==> config.mk <==
export PLATFORM = sky130hd
export DESIGN_NAME = ddrss_seq
export DESIGN_NICKNAME = d
export VERILOG_FILES = /design/src/inc/ddrss_pkg.sv /design/src/hdl/ddrss_seq.sv
export SDC_FILE = /design/constraint.sdc
export NUM_CORES = 1
export LEC_CHECK = 0
export ABC_AREA = 1
export ABC_CLOCK_PERIOD_IN_PS = 3650
export BUFFER_PORTS_ARGS = -buffer_cell sky130_fd_sc_hd__buf_2
export CORE_ASPECT_RATIO = 0.8
export CORE_UTILIZATION = 50
export CTS_CLUSTER_SIZE = 30
export DETAILED_ROUTE_END_ITERATION = 8
export PLACE_DENSITY = 0.73
export REMOVE_ABC_BUFFERS = 1
export SYNTH_ARGS = -nofsm -noshare
export SYNTH_HDL_FRONTEND = slang
export SYNTH_SLANG_ARGS = --single-unit
==> constraint.sdc <==
create_clock -name clk_sys_i -period 3.65 [get_ports clk_sys_i]
set_input_delay 0.5475 -clock clk_sys_i [delete_from_list [all_inputs] [get_ports clk_sys_i]]
set_output_delay 0.5475 -clock clk_sys_i [all_outputs]
set_load 0.03 [all_outputs]
==> src/inc/ddrss_pkg.sv <==
// Shared constants and carriers for the memory-rail sleep-state sequencer
package ddrss_pkg;

    // Oscillator cycle counts and hiccup period count
    localparam int unsigned AMP_RST_CYCLES  = 2048;
    localparam int unsigned SS_CYCLES       = 2048;
    localparam int unsigned POWER_OK_DLY_CYCLES = 2048;
    localparam int unsigned HICCUP_PERIODS  = 3;

    // Ramp and counter width, enough for 2048 cycles
    localparam int unsigned CNT_W = 11;
    localparam int unsigned HIC_W = 2;

    // Reset values of synchroniser stages and outputs, and the full reference level
    localparam logic [4:0] SYNC_RST     = 5'h00;
    localparam logic [4:0] RAIL_EN_RST  = 5'h00;
    localparam logic [10:0] LEVEL_RST   = 11'h000;
    localparam logic [10:0] LEVEL_FULL  = 11'h7FF;

    // Asynchronous chipset and supply monitor levels
    typedef struct packed {
        logic suspend_to_ram_req_n;
        logic soft_off_req_n;
        logic standby_bias_supply_ok;
        logic main_12v_supply_ok;
        logic backfeed_switch_ctl_tripped;
    } ddrss_async_in_t;

    // Fault comparator outputs, synchronous to the oscillator clock
    typedef struct packed {
        logic overcurrent;
        logic core_feedback_uv;
        logic core_feedback_ov;
        logic aux_ldo_feedback_uv;
        logic aux_ldo_feedback_ov;
    } ddrss_fault_t;

    // Regulator enables
    typedef struct packed {
        logic switcher;
        logic standby_ldo;
        logic termination_rail;
        logic aux_ldo;
        logic amp_reset;
    } ddrss_rail_en_t;

endpackage : ddrss_pkg

==> src/hdl/ddrss_seq.sv <==
// Sleep-state sequencer: decode, soft-start, protection and power-good
//
// Operation
// - S4/S5 turns every regulator off
// - Termination regulator only in S0/S1, off in S3
// - S3 uses standby regulator, switcher off
// - Switcher off until backfeed switch trips
// - Power-good low when any rail out of regulation
// - Power-good low outside S0/S1/S2
// - Soft-start only with bias and 12V valid
// - Cold start leaves off when both requests high; counter held at zero until bias, 12V and trip
// - Ignore state changes until S0 reached after off
// - Start needs bias, 12V and backfeed trip
// - Hold error amplifier reset 2048 cycles
// - Then run 2048-cycle digital soft-start ramp
// - References follow the soft-start ramp value
// - Overcurrent during the ramp or once on restarts the soft-start sequence; S3 exit ignores it
// - Core feedback gives undervoltage and overvoltage faults
// - Aux feedback gives undervoltage and overvoltage faults
// - S0 to S3 pulls switch low, rails off
// - Power-good enabled 2048 cycles after leaving S3
// - Undervoltage: three idle periods, then soft-start again
// - Overvoltage latches off until reset, bias loss or off-request toggle
module ddrss_seq #(
    parameter int unsigned AMP_CYCLES = ddrss_pkg::AMP_RST_CYCLES,
    parameter int unsigned RAMP_CYCLES = ddrss_pkg::SS_CYCLES,
    parameter int unsigned PG_CYCLES  = ddrss_pkg::POWER_OK_DLY_CYCLES
) (
    input  wire logic                     clk_sys_i,
    input  wire logic                     rst_i,
    input  wire ddrss_pkg::ddrss_async_in_t async_in_i,
    input  wire ddrss_pkg::ddrss_fault_t  fault_i,
    input  wire logic                     termination_rail_in_reg_i,
    output ddrss_pkg::ddrss_rail_en_t     rail_en_o,
    output logic [ddrss_pkg::CNT_W-1:0]   core_ref_level_o,
    output logic [ddrss_pkg::CNT_W-1:0]   aux_ref_level_o,
    output logic                          backfeed_switch_ctl_o,
    output logic                          backfeed_switch_ctl_oe_o,
    output logic                          power_ok_out_o,
    output logic                          power_ok_out_oe_o
);
    import ddrss_pkg::*;

    typedef enum logic [3:0] {
        ST_OFF,
        ST_WAIT_COND,
        ST_AMP_RST,
        ST_SOFTSTART,
        ST_ON,
        ST_S3,
        ST_S3_EXIT,
        ST_HICCUP,
        ST_OV_LATCH
    } ddrss_state_t;

    localparam logic [CNT_W-1:0] AMP_LAST  = CNT_W'(AMP_CYCLES - 1);
    localparam logic [CNT_W-1:0] RAMP_LAST = CNT_W'(RAMP_CYCLES - 1);
    localparam logic [CNT_W-1:0] PG_LAST   = CNT_W'(PG_CYCLES - 1);
    localparam logic [HIC_W-1:0] HIC_LAST  = HIC_W'(HICCUP_PERIODS - 1);

    // Two-stage synchroniser; the first stage feeds only the second
    ddrss_async_in_t sync1_reg;
    ddrss_async_in_t sync1_next;
    ddrss_async_in_t sync2_reg;
    ddrss_async_in_t sync2_next;

    always_comb begin
        sync1_next = async_in_i;
        sync2_next = sync1_reg;
    end

    always_ff @(posedge clk_sys_i) begin
        if (rst_i) begin
            sync1_reg <= ddrss_async_in_t'(SYNC_RST);
            sync2_reg <= ddrss_async_in_t'(SYNC_RST);
        end else begin
            sync1_reg <= sync1_next;
            sync2_reg <= sync2_next;
        end
    end

    // Decoded sleep state
    logic req_s0;
    logic req_s3;
    logic req_off;
    logic bias_ok;
    logic v12_ok;
    logic bf_trip;
    logic any_ov;
    logic any_uv;
    logic rails_ok;

    always_comb begin
        req_off = !sync2_reg.soft_off_req_n;
        req_s3  = sync2_reg.soft_off_req_n
                  && !sync2_reg.suspend_to_ram_req_n;
        req_s0  = sync2_reg.soft_off_req_n
                  && sync2_reg.suspend_to_ram_req_n;
        bias_ok = sync2_reg.standby_bias_supply_ok;
        v12_ok  = sync2_reg.main_12v_supply_ok;
        bf_trip = sync2_reg.backfeed_switch_ctl_tripped;
        any_ov  = fault_i.core_feedback_ov
                  || fault_i.aux_ldo_feedback_ov;
        any_uv  = fault_i.core_feedback_uv
                  || fault_i.aux_ldo_feedback_uv;
        rails_ok = !any_ov && !any_uv && termination_rail_in_reg_i;
    end

    // Sequencer state and counters
    ddrss_state_t     state_reg;
    ddrss_state_t     state_next;
    logic [CNT_W-1:0] cnt_reg;
    logic [CNT_W-1:0] cnt_next;
    logic [HIC_W-1:0] hic_reg;
    logic [HIC_W-1:0] hic_next;

    always_comb begin
        state_next = state_reg;
        cnt_next   = cnt_reg + CNT_W'(1);
        hic_next   = hic_reg;
        case (state_reg)
            ST_OFF: begin
                cnt_next = '0;
                // Leave off once both requests are high; counter stays at zero
                if (req_s0) begin
                    state_next = ST_WAIT_COND;
                end
            end
            ST_WAIT_COND: begin
                cnt_next = '0;
                // Sleep requests other than off are not acted on here
                if (bias_ok && v12_ok && bf_trip) begin
                    state_next = ST_AMP_RST;
                end
            end
            ST_AMP_RST: begin
                if (cnt_reg == AMP_LAST) begin
                    state_next = ST_SOFTSTART;
                    cnt_next   = '0;
                end
            end
            ST_SOFTSTART: begin
                if (fault_i.overcurrent) begin
                    state_next = ST_HICCUP;
                    cnt_next   = '0;
                    hic_next   = '0;
                end else if (cnt_reg == RAMP_LAST) begin
                    state_next = ST_ON;
                    cnt_next   = '0;
                end
            end
            ST_ON: begin
                cnt_next = '0;
                if (req_s3) begin
                    state_next = ST_S3;
                end else if (fault_i.overcurrent || any_uv) begin
                    state_next = ST_HICCUP;
                    hic_next   = '0;
                end
            end
            ST_S3: begin
                cnt_next = '0;
                // 12V is only needed once the switcher comes back
                if (req_s0 && v12_ok) begin
                    state_next = ST_S3_EXIT;
                end
            end
            ST_S3_EXIT: begin
                if (req_s3) begin
                    state_next = ST_S3;
                    cnt_next   = '0;
                end else if (cnt_reg == PG_LAST) begin
                    state_next = ST_ON;
                    cnt_next   = '0;
                end
            end
            ST_HICCUP: begin
                // Three idle soft-start periods before ramping again
                if (cnt_reg == RAMP_LAST) begin
                    cnt_next = '0;
                    hic_next = hic_reg + HIC_W'(1);
                    if (hic_reg == HIC_LAST) begin
                        state_next = ST_SOFTSTART;
                    end
                end
            end
            ST_OV_LATCH: begin
                cnt_next = '0;
            end
            default: begin
                state_next = ST_OFF;
                cnt_next   = '0;
            end
        endcase
        // Overvoltage wins over the case exits of a running state; 12V loss and off win over it
        if (any_ov && state_reg != ST_OFF && state_reg != ST_S3
            && state_reg != ST_WAIT_COND) begin
            state_next = ST_OV_LATCH;
            cnt_next   = '0;
        end
        // 12V loss while running drops back to waiting for start
        if (!v12_ok && (state_reg == ST_AMP_RST
            || state_reg == ST_SOFTSTART || state_reg == ST_ON
            || state_reg == ST_HICCUP || state_reg == ST_S3_EXIT)) begin
            state_next = ST_WAIT_COND;
            cnt_next   = '0;
        end
        // Off request or bias loss always wins, also clears the latch
        if (req_off || !bias_ok) begin
            state_next = ST_OFF;
            cnt_next   = '0;
        end
    end

    always_ff @(posedge clk_sys_i) begin
        if (rst_i) begin
            state_reg <= ST_OFF;
            cnt_reg   <= '0;
            hic_reg   <= '0;
        end else begin
            state_reg <= state_next;
            cnt_reg   <= cnt_next;
            hic_reg   <= hic_next;
        end
    end

    // Registered outputs, computed from the next state
    ddrss_rail_en_t   rail_en_reg;
    ddrss_rail_en_t   rail_en_next;
    logic [CNT_W-1:0] core_lvl_reg;
    logic [CNT_W-1:0] core_lvl_next;
    logic [CNT_W-1:0] aux_lvl_reg;
    logic [CNT_W-1:0] aux_lvl_next;
    logic             bf_oe_reg;
    logic             bf_oe_next;
    logic             pg_oe_reg;
    logic             pg_oe_next;

    always_comb begin
        rail_en_next  = ddrss_rail_en_t'(RAIL_EN_RST);
        core_lvl_next = LEVEL_RST;
        aux_lvl_next  = LEVEL_RST;
        bf_oe_next    = 1'b0;
        pg_oe_next    = 1'b1;
        case (state_next)
            ST_OFF, ST_OV_LATCH: begin
                bf_oe_next = 1'b1;
            end
            ST_AMP_RST: begin
                rail_en_next.amp_reset = 1'b1;
            end
            ST_SOFTSTART: begin
                rail_en_next.switcher         = bf_trip;
                rail_en_next.termination_rail = 1'b1;
                rail_en_next.aux_ldo          = 1'b1;
                core_lvl_next = cnt_next;
                aux_lvl_next  = cnt_next;
            end
            ST_ON: begin
                rail_en_next.switcher         = bf_trip;
                rail_en_next.termination_rail = 1'b1;
                rail_en_next.aux_ldo          = 1'b1;
                core_lvl_next = LEVEL_FULL;
                aux_lvl_next  = LEVEL_FULL;
                pg_oe_next    = !rails_ok;
            end
            ST_S3: begin
                // Standby regulator carries the core rail alone
                rail_en_next.standby_ldo = 1'b1;
                bf_oe_next = 1'b1;
            end
            ST_S3_EXIT: begin
                rail_en_next.switcher         = bf_trip;
                rail_en_next.termination_rail = 1'b1;
                rail_en_next.aux_ldo          = 1'b1;
                core_lvl_next = LEVEL_FULL;
                aux_lvl_next  = cnt_next;
            end
            default: begin
                rail_en_next = ddrss_rail_en_t'(RAIL_EN_RST);
            end
        endcase
    end

    always_ff @(posedge clk_sys_i) begin
        if (rst_i) begin
            rail_en_reg  <= ddrss_rail_en_t'(RAIL_EN_RST);
            core_lvl_reg <= LEVEL_RST;
            aux_lvl_reg  <= LEVEL_RST;
            bf_oe_reg    <= 1'b1;
            pg_oe_reg    <= 1'b1;
        end else begin
            rail_en_reg  <= rail_en_next;
            core_lvl_reg <= core_lvl_next;
            aux_lvl_reg  <= aux_lvl_next;
            bf_oe_reg    <= bf_oe_next;
            pg_oe_reg    <= pg_oe_next;
        end
    end

    // Open-drain pins only ever pull low; the level flops stay at zero
    logic bf_lvl_reg;
    logic pg_lvl_reg;

    always_ff @(posedge clk_sys_i) begin
        bf_lvl_reg <= 1'b0;
        pg_lvl_reg <= 1'b0;
    end

    always_comb begin
        rail_en_o                = rail_en_reg;
        core_ref_level_o         = core_lvl_reg;
        aux_ref_level_o          = aux_lvl_reg;
        backfeed_switch_ctl_o    = bf_lvl_reg;
        backfeed_switch_ctl_oe_o = bf_oe_reg;
        power_ok_out_o           = pg_lvl_reg;
        power_ok_out_oe_o        = pg_oe_reg;
    end

endmodule : ddrss_seq

* Yosys cells after proc, flatten, opt, wreduce, memory -nomap -nowiden
Cells that the tools add are included.
** Operators by class
- $add $sub $neg :: 2
- Multiply operators :: 0
- Div/mod/pow operators :: 0
- Magnitude comparators :: 0
- Equality and inequality tests :: 22
- Shifts and indexed selects :: 0
- Mux-type cells :: 33
- Bitwise operators :: 2
- Reductions and logical operators :: 38
** Operators by type and width (number)
- 2-to-1 mux 11 bit :: 6
- 2-to-1 mux 4 bit :: 14
- case mux 11 bit (2 select lines) :: 2
- case mux 4 bit (9 select lines) :: 1
- case mux 11 bit (3 select lines) :: 1
- == test 4 x 3 -> 1 bit (second input constant) :: 7
- == test 4 x 2 -> 1 bit (second input constant) :: 4
- adder 11 x 1 -> 11 bit (second input constant) :: 1
- == test 11 bit (second input constant) :: 1
- logical AND 1 bit :: 11
- 2-to-1 mux 2 bit :: 5
- OR reduction 2 bit :: 5
- == test 4 bit (second input constant) :: 2
- logical NOT 4 bit :: 2
- logical OR 1 bit :: 8
- inequality test 2 bit (second input constant) :: 4
- logical NOT 1 bit :: 7
- case mux 2 bit (3 select lines) :: 1
- OR reduction 3 bit :: 2
- AND reduction 5 bit :: 1
- == test 4 x 1 -> 1 bit (second input constant) :: 1
- inequality test 4 x 1 -> 1 bit (second input constant) :: 1
- inequality test 4 x 3 -> 1 bit (second input constant) :: 1
- nonzero test 4 bit :: 1
- other kinds (5) :: 8
** Word-level totals
- Flip-flop bits (word level) :: 56
- Latch bits :: 0
- Bits in writable memories :: 0
- Memory bits (read-only) :: 0
- Bits of input ports :: 13
- Output and inout port bits :: 31
- Word-level logic and storage cells :: 119
- Memories kept :: 0

* Depth between registers and ports, before layout
Gate-level depths: netlist (run 1).
- Depth after elaboration :: 12
- Gate-level depth with buffers :: 16
- Depth with buffers taken out :: 15

* Worst setup path before layout (run 1)
No wires, ideal clock.
- Kind :: input to register
- From :: input fault_i[0] (netlist name)
- To :: register aux_lvl_reg[8] (netlist: aux_ref_level_o[8])
- Setup time :: 0.116 ns
- Arrival time :: 1.735 ns
- Data required time :: 3.534 ns
- Slack :: 1.799 ns
- Cell stages on the path :: 12
- Path buffers :: 1
- Cell sequence :: or2_2 -> nand3_2 -> nand3b_1 -> nor2_4 -> nand2_2 -> nand2_1 -> nor2_2 -> nand2_2 -> nand2_2 -> buf_6 -> nand2_1 -> nand2_1
** Between the ends
- Longest elaborated chain between the ends :: 10
- Elaborated cells on any way between the ends :: 15
- Classes of those cells :: eq/ne (3); mux (7); reduce/logical (5)
** RTL lines
- start: declaration :: line ddrss_seq.sv:32 : input wire ddrss_pkg::ddrss_fault_t fault_i,
- logical OR 1 bit (*) :: line ddrss_seq.sv:103 : || fault_i.aux_ldo_feedback_ov;
- logical AND 1 bit (*) (2 in a row) :: line ddrss_seq.sv:196 : if (any_ov && state_reg != ST_OFF && state_reg != ST_S3
- logical AND 1 bit (*) :: line ddrss_seq.sv:197 : && state_reg != ST_WAIT_COND) begin
- 2-to-1 mux 4 bit :: line ddrss_seq.sv:196
- 2-to-1 mux 4 bit :: line ddrss_seq.sv:202 : if (!v12_ok && (state_reg == ST_AMP_RST
- 2-to-1 mux 4 bit :: line ddrss_seq.sv:209 : if (req_off || !bias_ok) begin
- == test 4 x 3 -> 1 bit / == test 4 x 2 -> 1 bit (equally long branches) :: line ddrss_seq.sv:245 : case (state_next)
- OR reduction 2 bit (no line)
- case mux 11 bit (2 select lines) (*) :: line ddrss_seq.sv:245
- end signal: assignment :: line ddrss_seq.sv:295 : aux_lvl_reg <= aux_lvl_next;
- end: declaration :: line ddrss_seq.sv:232 : logic [CNT_W-1:0] aux_lvl_reg;
Mark *: on every way between the ends. The rest lies on a longest branch, timed or not.
A chain may end at the register's enable or synchronous reset.

* Final worst setup path (run 1)
- From :: register cnt_reg[0]
- To :: register pg_oe_reg (netlist: power_ok_out_oe_o)
** Between the ends
- Longest elaborated chain between the ends :: 10
- Elaborated cells on any way between the ends :: 13
- Classes of those cells :: eq/ne (2); mux (9); bitwise (1); reduce/logical (1)
** RTL lines
- start: declaration :: line ddrss_seq.sv:112 : logic [CNT_W-1:0] cnt_reg;
- start signal: assignment :: line ddrss_seq.sv:222 : cnt_reg <= cnt_next;
- == test 11 bit (*)
- 2-to-1 mux 4 bit :: line ddrss_seq.sv:147, ddrss_seq.sv:172
- 2-to-1 mux 4 bit, on equally long branches :: line ddrss_seq.sv:169, ddrss_seq.sv:143
- case mux 4 bit (9 select lines) (*) :: line ddrss_seq.sv:121 : case (state_reg)
- 2-to-1 mux 4 bit (*) :: line ddrss_seq.sv:196
- 2-to-1 mux 4 bit (*) :: line ddrss_seq.sv:202
- 2-to-1 mux 4 bit (*) :: line ddrss_seq.sv:209
- == test 4 x 3 -> 1 bit (*) :: line ddrss_seq.sv:245
- NOT 1 bit (no line) (*)
- OR reduction 2 bit (no line) (*)
- end signal: assignment :: line ddrss_seq.sv:297 : pg_oe_reg <= pg_oe_next;
- end: declaration :: line ddrss_seq.sv:236 : logic pg_oe_reg;
Marked as above.

==> run metrics, run 1 <==
status=finished clean; H-Tree Depth=2; top post-synthesis cells by count=nand2_1 (90), dfxtp_1 (55), nor2_1 (31), inv_1 (27), nand3_1 (21); Final ANT Viol Nets=0; fmax=404 MHz; Sw Ratio=22.8%; final std cells w/o fill=404; First-pass DRT Iterations=7; GRT overflow=0; setup_tns=0 ns; Clk network pwr share=35.6%; design internal power=756 uW; Reg clk slew, reported paths=0.10 ns; Synth cell types=33; initial antenna violation count=0; most common flop cell mapped by yosys=dfxtp_1; crit-path most repeated cell=nand2_1; slowest cell delay on critical path=0.54 ns; Post-synth EDFFs=0; DR DRC count=0; Comb power frac=2.4%; kind of critical path=reg2reg; Fin. Hold Viols=0; Mapped Area=2350 um2; Syn Area/Cell=7.64 um2; nets=361; final WL=4.75 mm; cts bufs inserted=5; global route hottest layer=met1; pwr/cell area=370 nW/um2; setup violators final=0; FP Rows=21; final hold slack=0.407 ns; Worst slew margin=56.0%; post-layout min period=2.48 ns; Die Y=63.4 um; CTS resizes=0; Req. time, crit path=3.84 ns; P&R area growth vs syn=12.4%; Final period util=67.8%; Arr. time, crit path=2.66 ns; Crit-path slowest cell=nand4_1; Port Buffers=41; Max FO, Critical Path=14; chip width=78.7 um; sequential share of the synthesized area=46.8%; Tightest Pin Transition=0.659 ns; clk_lat worst skew=0.30 ns; met3 usage=4.35%; crit path cell chain=ha_1 -> nand2_1 -> nor2_4 -> nand3_2 -> nand2_1 -> nand2_1 -> nand2_1 -> nand3_1 -> nand2_1 -> nand4_1 -> nor2_1 -> nand3_1; Total GRT Usage=20.7%; first-pass GRT wire length=8.01 mm; P_leak=1.37 nW; crit end category=flop; Post-CTS Setup Bufs=0; Psw=223 uW; pin count of the biggest net entering global routing=20; Layout Utilization=61.0%; Flop pwr share=62.0%; routability congestion estimate=0.857; asr flop ratio synth=0%; hold buffers post-CTS=0; Yosys reg bits=55; count leader, synth=nand2_1; Vias/cell=4.76; initial core utilization=54.3%; DR WL/cell=11.8 um; Critical path buffers and inverters=0; CTS root buffer=clkbuf_8; io pins=44; n_diodes=0; 1st-iter DRT viols=183; cell taking the most area after synthesis=dfxtp_1; Top delay family on crit path=simple AND/OR/NAND/NOR gates; Yosys top cell area share=46.8%; Slew Limit Fails=0; maxcap violations=0; CTS tree=yes; Synth Instances=308; Setup Skew=0.00463 ns; CTS Buffer Depth=2; HPWL after DPL=3.58 mm; met2 GRT Util=29.0%; GR Util met1=32.2%; # clock sinks=55; vias in the first global route=1697; CP Launch Type=flop; layout cells sized above 1=23.3%; VDD IR max=0.285 mV; CORE AREA=4340 um2; RSZ-0062 raised after global routing=false; Die ar.=4980 um2; Worst Hold Class=reg2reg; placed instance count=396; Ys Warns=0; routed via count=1922; synth top area cells=dfxtp_1 (47%), nand2_1 (14%), nor2_1 (4.9%)
## cell usage in the layout (no fill, tap or decap), drive strengths merged
cell	instances
nand2	96
dfxtp	55
nor2	45
buf	41
inv	35
nand3	23
nand4	10
a21oi	7
nor3	5
xor2	5
clkbuf	5
nor4	3
xnor2	2
ha	2
conb	2
clkinv	2
or2	2
o21bai	2
nand3b	1
o21ai	1
o31ai	1
a211oi	1
a21boi	1
## power by group through the flow
stage	sequential (mW)	combinational [mW]	clock, mW
4_1_cts	0.607	0.0230	0.356
3_3_place_gp	0.621	0.0226	0
2_1_floorplan	0.620	0.0118	0
3_5_place_dp	0.621	0.0229	0
6_report	0.607	0.0231	0.349
5_1_grt	0.608	0.0261	0.382
## kinds of logic (layout without fill, tap and decap cells)
logic type,after synthesis,after routing,share of synthesized area [%]
compound gates,13,13,3.94
xor+xnor,7,7,2.61
fa+ha+maj,2,2,1.06
buf+inv,45,83,9.04
flops,55,55,46.8
other cells,1,2,0.159
simple gates,185,185,36.4
## per-layer routing
| layer | routed length, um | vias up | part of all wire, % |
|---|---|---|---|
| met4 | 24 | 0 | 0.50 |
| met1 | 2630 | 832 | 55 |
| met3 | 199 | 2 | 4.2 |
| met5 | 0 | - | 0 |
| met2 | 1900 | 50 | 40 |
| li1 | - | 1038 | - |
## through the flow
step	instance area (um2)	worst slack, ns	power (mW)
5_1_grt	2650	0.985	1.02
3_3_place_gp	2550	1.26	0.643
2_1_floorplan	2270	1.63	0.632
6_report	2650	1.17	0.979
3_5_place_dp	2550	1.17	0.644
4_1_cts	2650	1.18	0.986
## final cells by class
| cell class | instances | area, um2 |
|---|---|---|
| Fill cell | 407 | 1690 |
| Sequential cell | 55 | 1100 |
| Multi-Input combinational cell | 209 | 1040 |
| Timing Repair Buffer | 41 | 205 |
| Inverter | 34 | 128 |
| Tap cell | 57 | 71.3 |
| Clock buffer | 5 | 68.8 |
| Clock inverter | 3 | 28.8 |
## worst paths after layout
kind,startpoint,end,cells past startpoint,slack (ns)
hold / removal,sync1_reg[4],sync2_reg[4],2,0.41
setup reg to reg,cnt_reg[0],power_ok_out_oe_o,12,1.17
hold reg to reg,sync1_reg[4],sync2_reg[4],2,0.41
setup / recovery,cnt_reg[0],power_ok_out_oe_o,12,1.17
## worst min-delay path, delay by kind of cell, from the launching register on
| kind | cells | cell delay, ns |
|---|---|---|
| AND/OR/NAND/NOR | 1 | 0.03 |
| buffers and inverters | 1 | 0.04 |
| flip-flops | 1 | 0.31 |
No activity file was read; power rests on OpenSTA's default activity.
==> inputs of run 2 (changes only) <==
--- a/config.mk
+++ b/config.mk
@@ -5,8 +5,8 @@
 export SDC_FILE = /design/constraint.sdc
 export NUM_CORES = 1
 export LEC_CHECK = 0
-export ABC_AREA = 1
-export ABC_CLOCK_PERIOD_IN_PS = 3650
+export ABC_AREA = 0
+export ABC_CLOCK_PERIOD_IN_PS = 2490
 export BUFFER_PORTS_ARGS = -buffer_cell sky130_fd_sc_hd__buf_2
 export CORE_ASPECT_RATIO = 0.8
 export CORE_UTILIZATION = 50
==> constraint.sdc (replaced) <==
create_clock -name clk_sys_i -period 2.49 [get_ports clk_sys_i]
set_input_delay 0.3735 -clock clk_sys_i [delete_from_list [all_inputs] [get_ports clk_sys_i]]
set_output_delay 0.3735 -clock clk_sys_i [all_outputs]
set_load 0.03 [all_outputs]
==> run 2 against run 1 <==
Net effect:
- fmax is 2.6% higher
- sequential share of layout area is 4.3 points lower
- worst setup slack worse by 1.1 ns
- register-to-register slack worse by 1.1 ns
- highest routed layer unchanged
==> run metrics, run 2 <==
Worst Hold Class=in2reg; First-pass DRT Iterations=4 (-3); Setup Skew=0.00704 ns (+0.00241 ns); io pins=44 (unchanged); Final period util=96.9% (+29 points); Mapped Area=2470 um2 (+5.1%); asr flop ratio synth=0% (unchanged); cell taking the most area after synthesis=dfxtp_1; sequential share of the synthesized area=44.5% (-2.3 points); setup violators final=0 (unchanged); pwr/cell area=492 nW/um2 (+33%); Final ANT Viol Nets=0 (unchanged); CTS root buffer=clkbuf_8; first-pass GRT wire length=9.98 mm (+25%); hold buffers post-CTS=0 (unchanged); VDD IR max=0.369 mV (+30%); RSZ-0062 raised after global routing=false; crit end category=flop; Die Y=64.9 um (+2.4%); CTS Buffer Depth=2 (unchanged); synth top area cells=dfxtp_1 (45%), nor2b_1 (4.0%), o31ai_1 (3.3%); Yosys top cell area share=44.5% (-2.3 points); top post-synthesis cells by count=dfxtp_1 (55), a21oi_1 (16), nor2b_1 (16), nor2_1 (15), nand2_1 (13); Reg clk slew, reported paths=0.10 ns (about the same); # clock sinks=55 (unchanged); Arr. time, crit path=2.61 ns (-0.05 ns); CORE AREA=4680 um2 (+7.9%); Port Buffers=41 (unchanged); cts bufs inserted=5 (unchanged); clk_lat worst skew=0.31 ns (about the same); CTS tree=yes; Synth Instances=275 (-11%); Layout Utilization=63.3% (+2.3 points); P_leak=1.23 nW (-9.6%); P&R area growth vs syn=19.9%; most frequent cells in the layout=dfxtp_1 (51), buf_2 (41), buf_4 (25); DR WL/cell=15.4 um (+31%); fillcell total=421 (+3.4%); Vias/cell=5.78 (+21%); HPWL after DPL=4.28 mm (+20%); layout cells sized above 1=28.2% (+4.8 points); Max FO, Critical Path=3 (-11); initial core utilization=52.8% (-1.4 points); status=finished clean; Fin. Hold Viols=0 (unchanged); Synth cell types=57 (+73%); routability congestion estimate=0.851 (-0.70%); vias in the first global route=2072 (+22%); count leader, synth=dfxtp_1; H-Tree Depth=2 (unchanged); post-layout min period=2.41 ns (-0.0617 ns); kind of critical path=reg2reg; nets=344 (-4.7%); Req. time, crit path=2.69 ns (-1.15 ns); fmax=414 MHz (+2.6%); final WL=6.02 mm (+27%); maxcap violations=0 (unchanged); Die ar.=5230 um2 (+5.0%); final hold slack=0.268 ns (-0.138 ns); GRT overflow=0 (unchanged); 1st-iter DRT viols=196 (+7.1%); most common flop cell mapped by yosys=dfxtp_1; chip width=80.6 um (+2.5%); pin count of the biggest net entering global routing=22 (+10%); Yosys reg bits=55 (unchanged); FP Rows=22 (+4.8%); Total GRT Usage=25.4% (+4.7 points); DR DRC count=0 (unchanged); initial antenna violation count=0 (unchanged); most common cell after layout, fill and taps aside=dfxtp_1; Syn Area/Cell=8.99 um2 (+18%); routed via count=2254 (+17%); CP Launch Type=flop; Ys Warns=0 (unchanged); Post-synth EDFFs=0 (unchanged); Slew Limit Fails=0 (unchanged); n_diodes=0 (unchanged)
-- run 2: cell families after synthesis --
kind of cell,after synthesis,synth area share [%]
adder cells (fa/ha/maj),2,1.01
multiplexers,2,0.810
flip-flops,55,44.5
buffers and inverters,30,5.62
AND/OR/NAND/NOR,100,23.7
XOR/XNOR,9,3.19
other,1,0.152
AO/OA/AOI/OAI,76,21.0
-- run 2: area by class of cell --
class                   count  area (um2)  share of cell area [%]
clock buffers               7        86.3                    2.91
clock inverters             1        8.76                   0.295
inverters                  10        37.5                    1.27
multi-input cells         191        1260                    42.4
flip-flops and latches     55        1110                    37.3
well taps                  60        75.1                    2.53
repair buffers             66         393                    13.3
-- run 2: timing repair --
action                                  4_1_cts  5_1_grt
gates resized for setup                       1        7
buffers inserted                              0        3
endpoints found under the setup margin        1        9
pin swaps                                     0        3
-- run 2: worst max-delay path, stage by stage, from the launching register on --
cell     delay (ns)
dfxtp_1        0.37
inv_1          0.05
ha_1           0.20
a41o_1         0.27
o21ai_1        0.20
o31a_1         0.21
nand3_1        0.11
or4_4          0.52
or3_1          0.36
-- run 2: per-layer routing --
metal	routed length (um)	vias to the layer above	share of wire, %	track usage [%]
met4	100	0	1.7	9.15
met5	0	-	0	0
li1	-	1097	-	-
met2	2600	88	43	37.5
met3	335	12	5.6	4.23
met1	2990	1057	50	36.8
-- run 2: worst paths after layout --
path | start | endpoint | slack, ns | cells after the start
max | hic_reg[0] | power_ok_out_oe_o | 0.08 | 8
min reg2reg | sync1_reg[2] | bias_ok | 0.44 | 1
max reg2reg | hic_reg[0] | power_ok_out_oe_o | 0.08 | 8
min | async_in_i[3] | sync1_reg[3] | 0.27 | 2
-- run 2: report_power, final --
group	switching [mW]	internal (mW)	leakage, nW	total, mW
clock	0.292	0.229	0.0484	0.521
sequential	0.00413	0.886	0.447	0.890
combinational	0.0276	0.0186	0.739	0.0462
total	0.324	1.13	1.23	1.46
-- run 2: metrics by stage --
step	cell area, um2	power, mW	instances	TNS (ns)	worst slack, ns
detailed placement	2820	0.957	379	-0.00165	-0.00165
global route	2960	1.51	390	0	0.0178
finish	2960	1.46	390	0	0.0762
CTS	2920	1.46	387	0	0.0190
global placement	2820	0.955	379	0	0.0978
floorplan	2370	0.932	256	0	0.0117
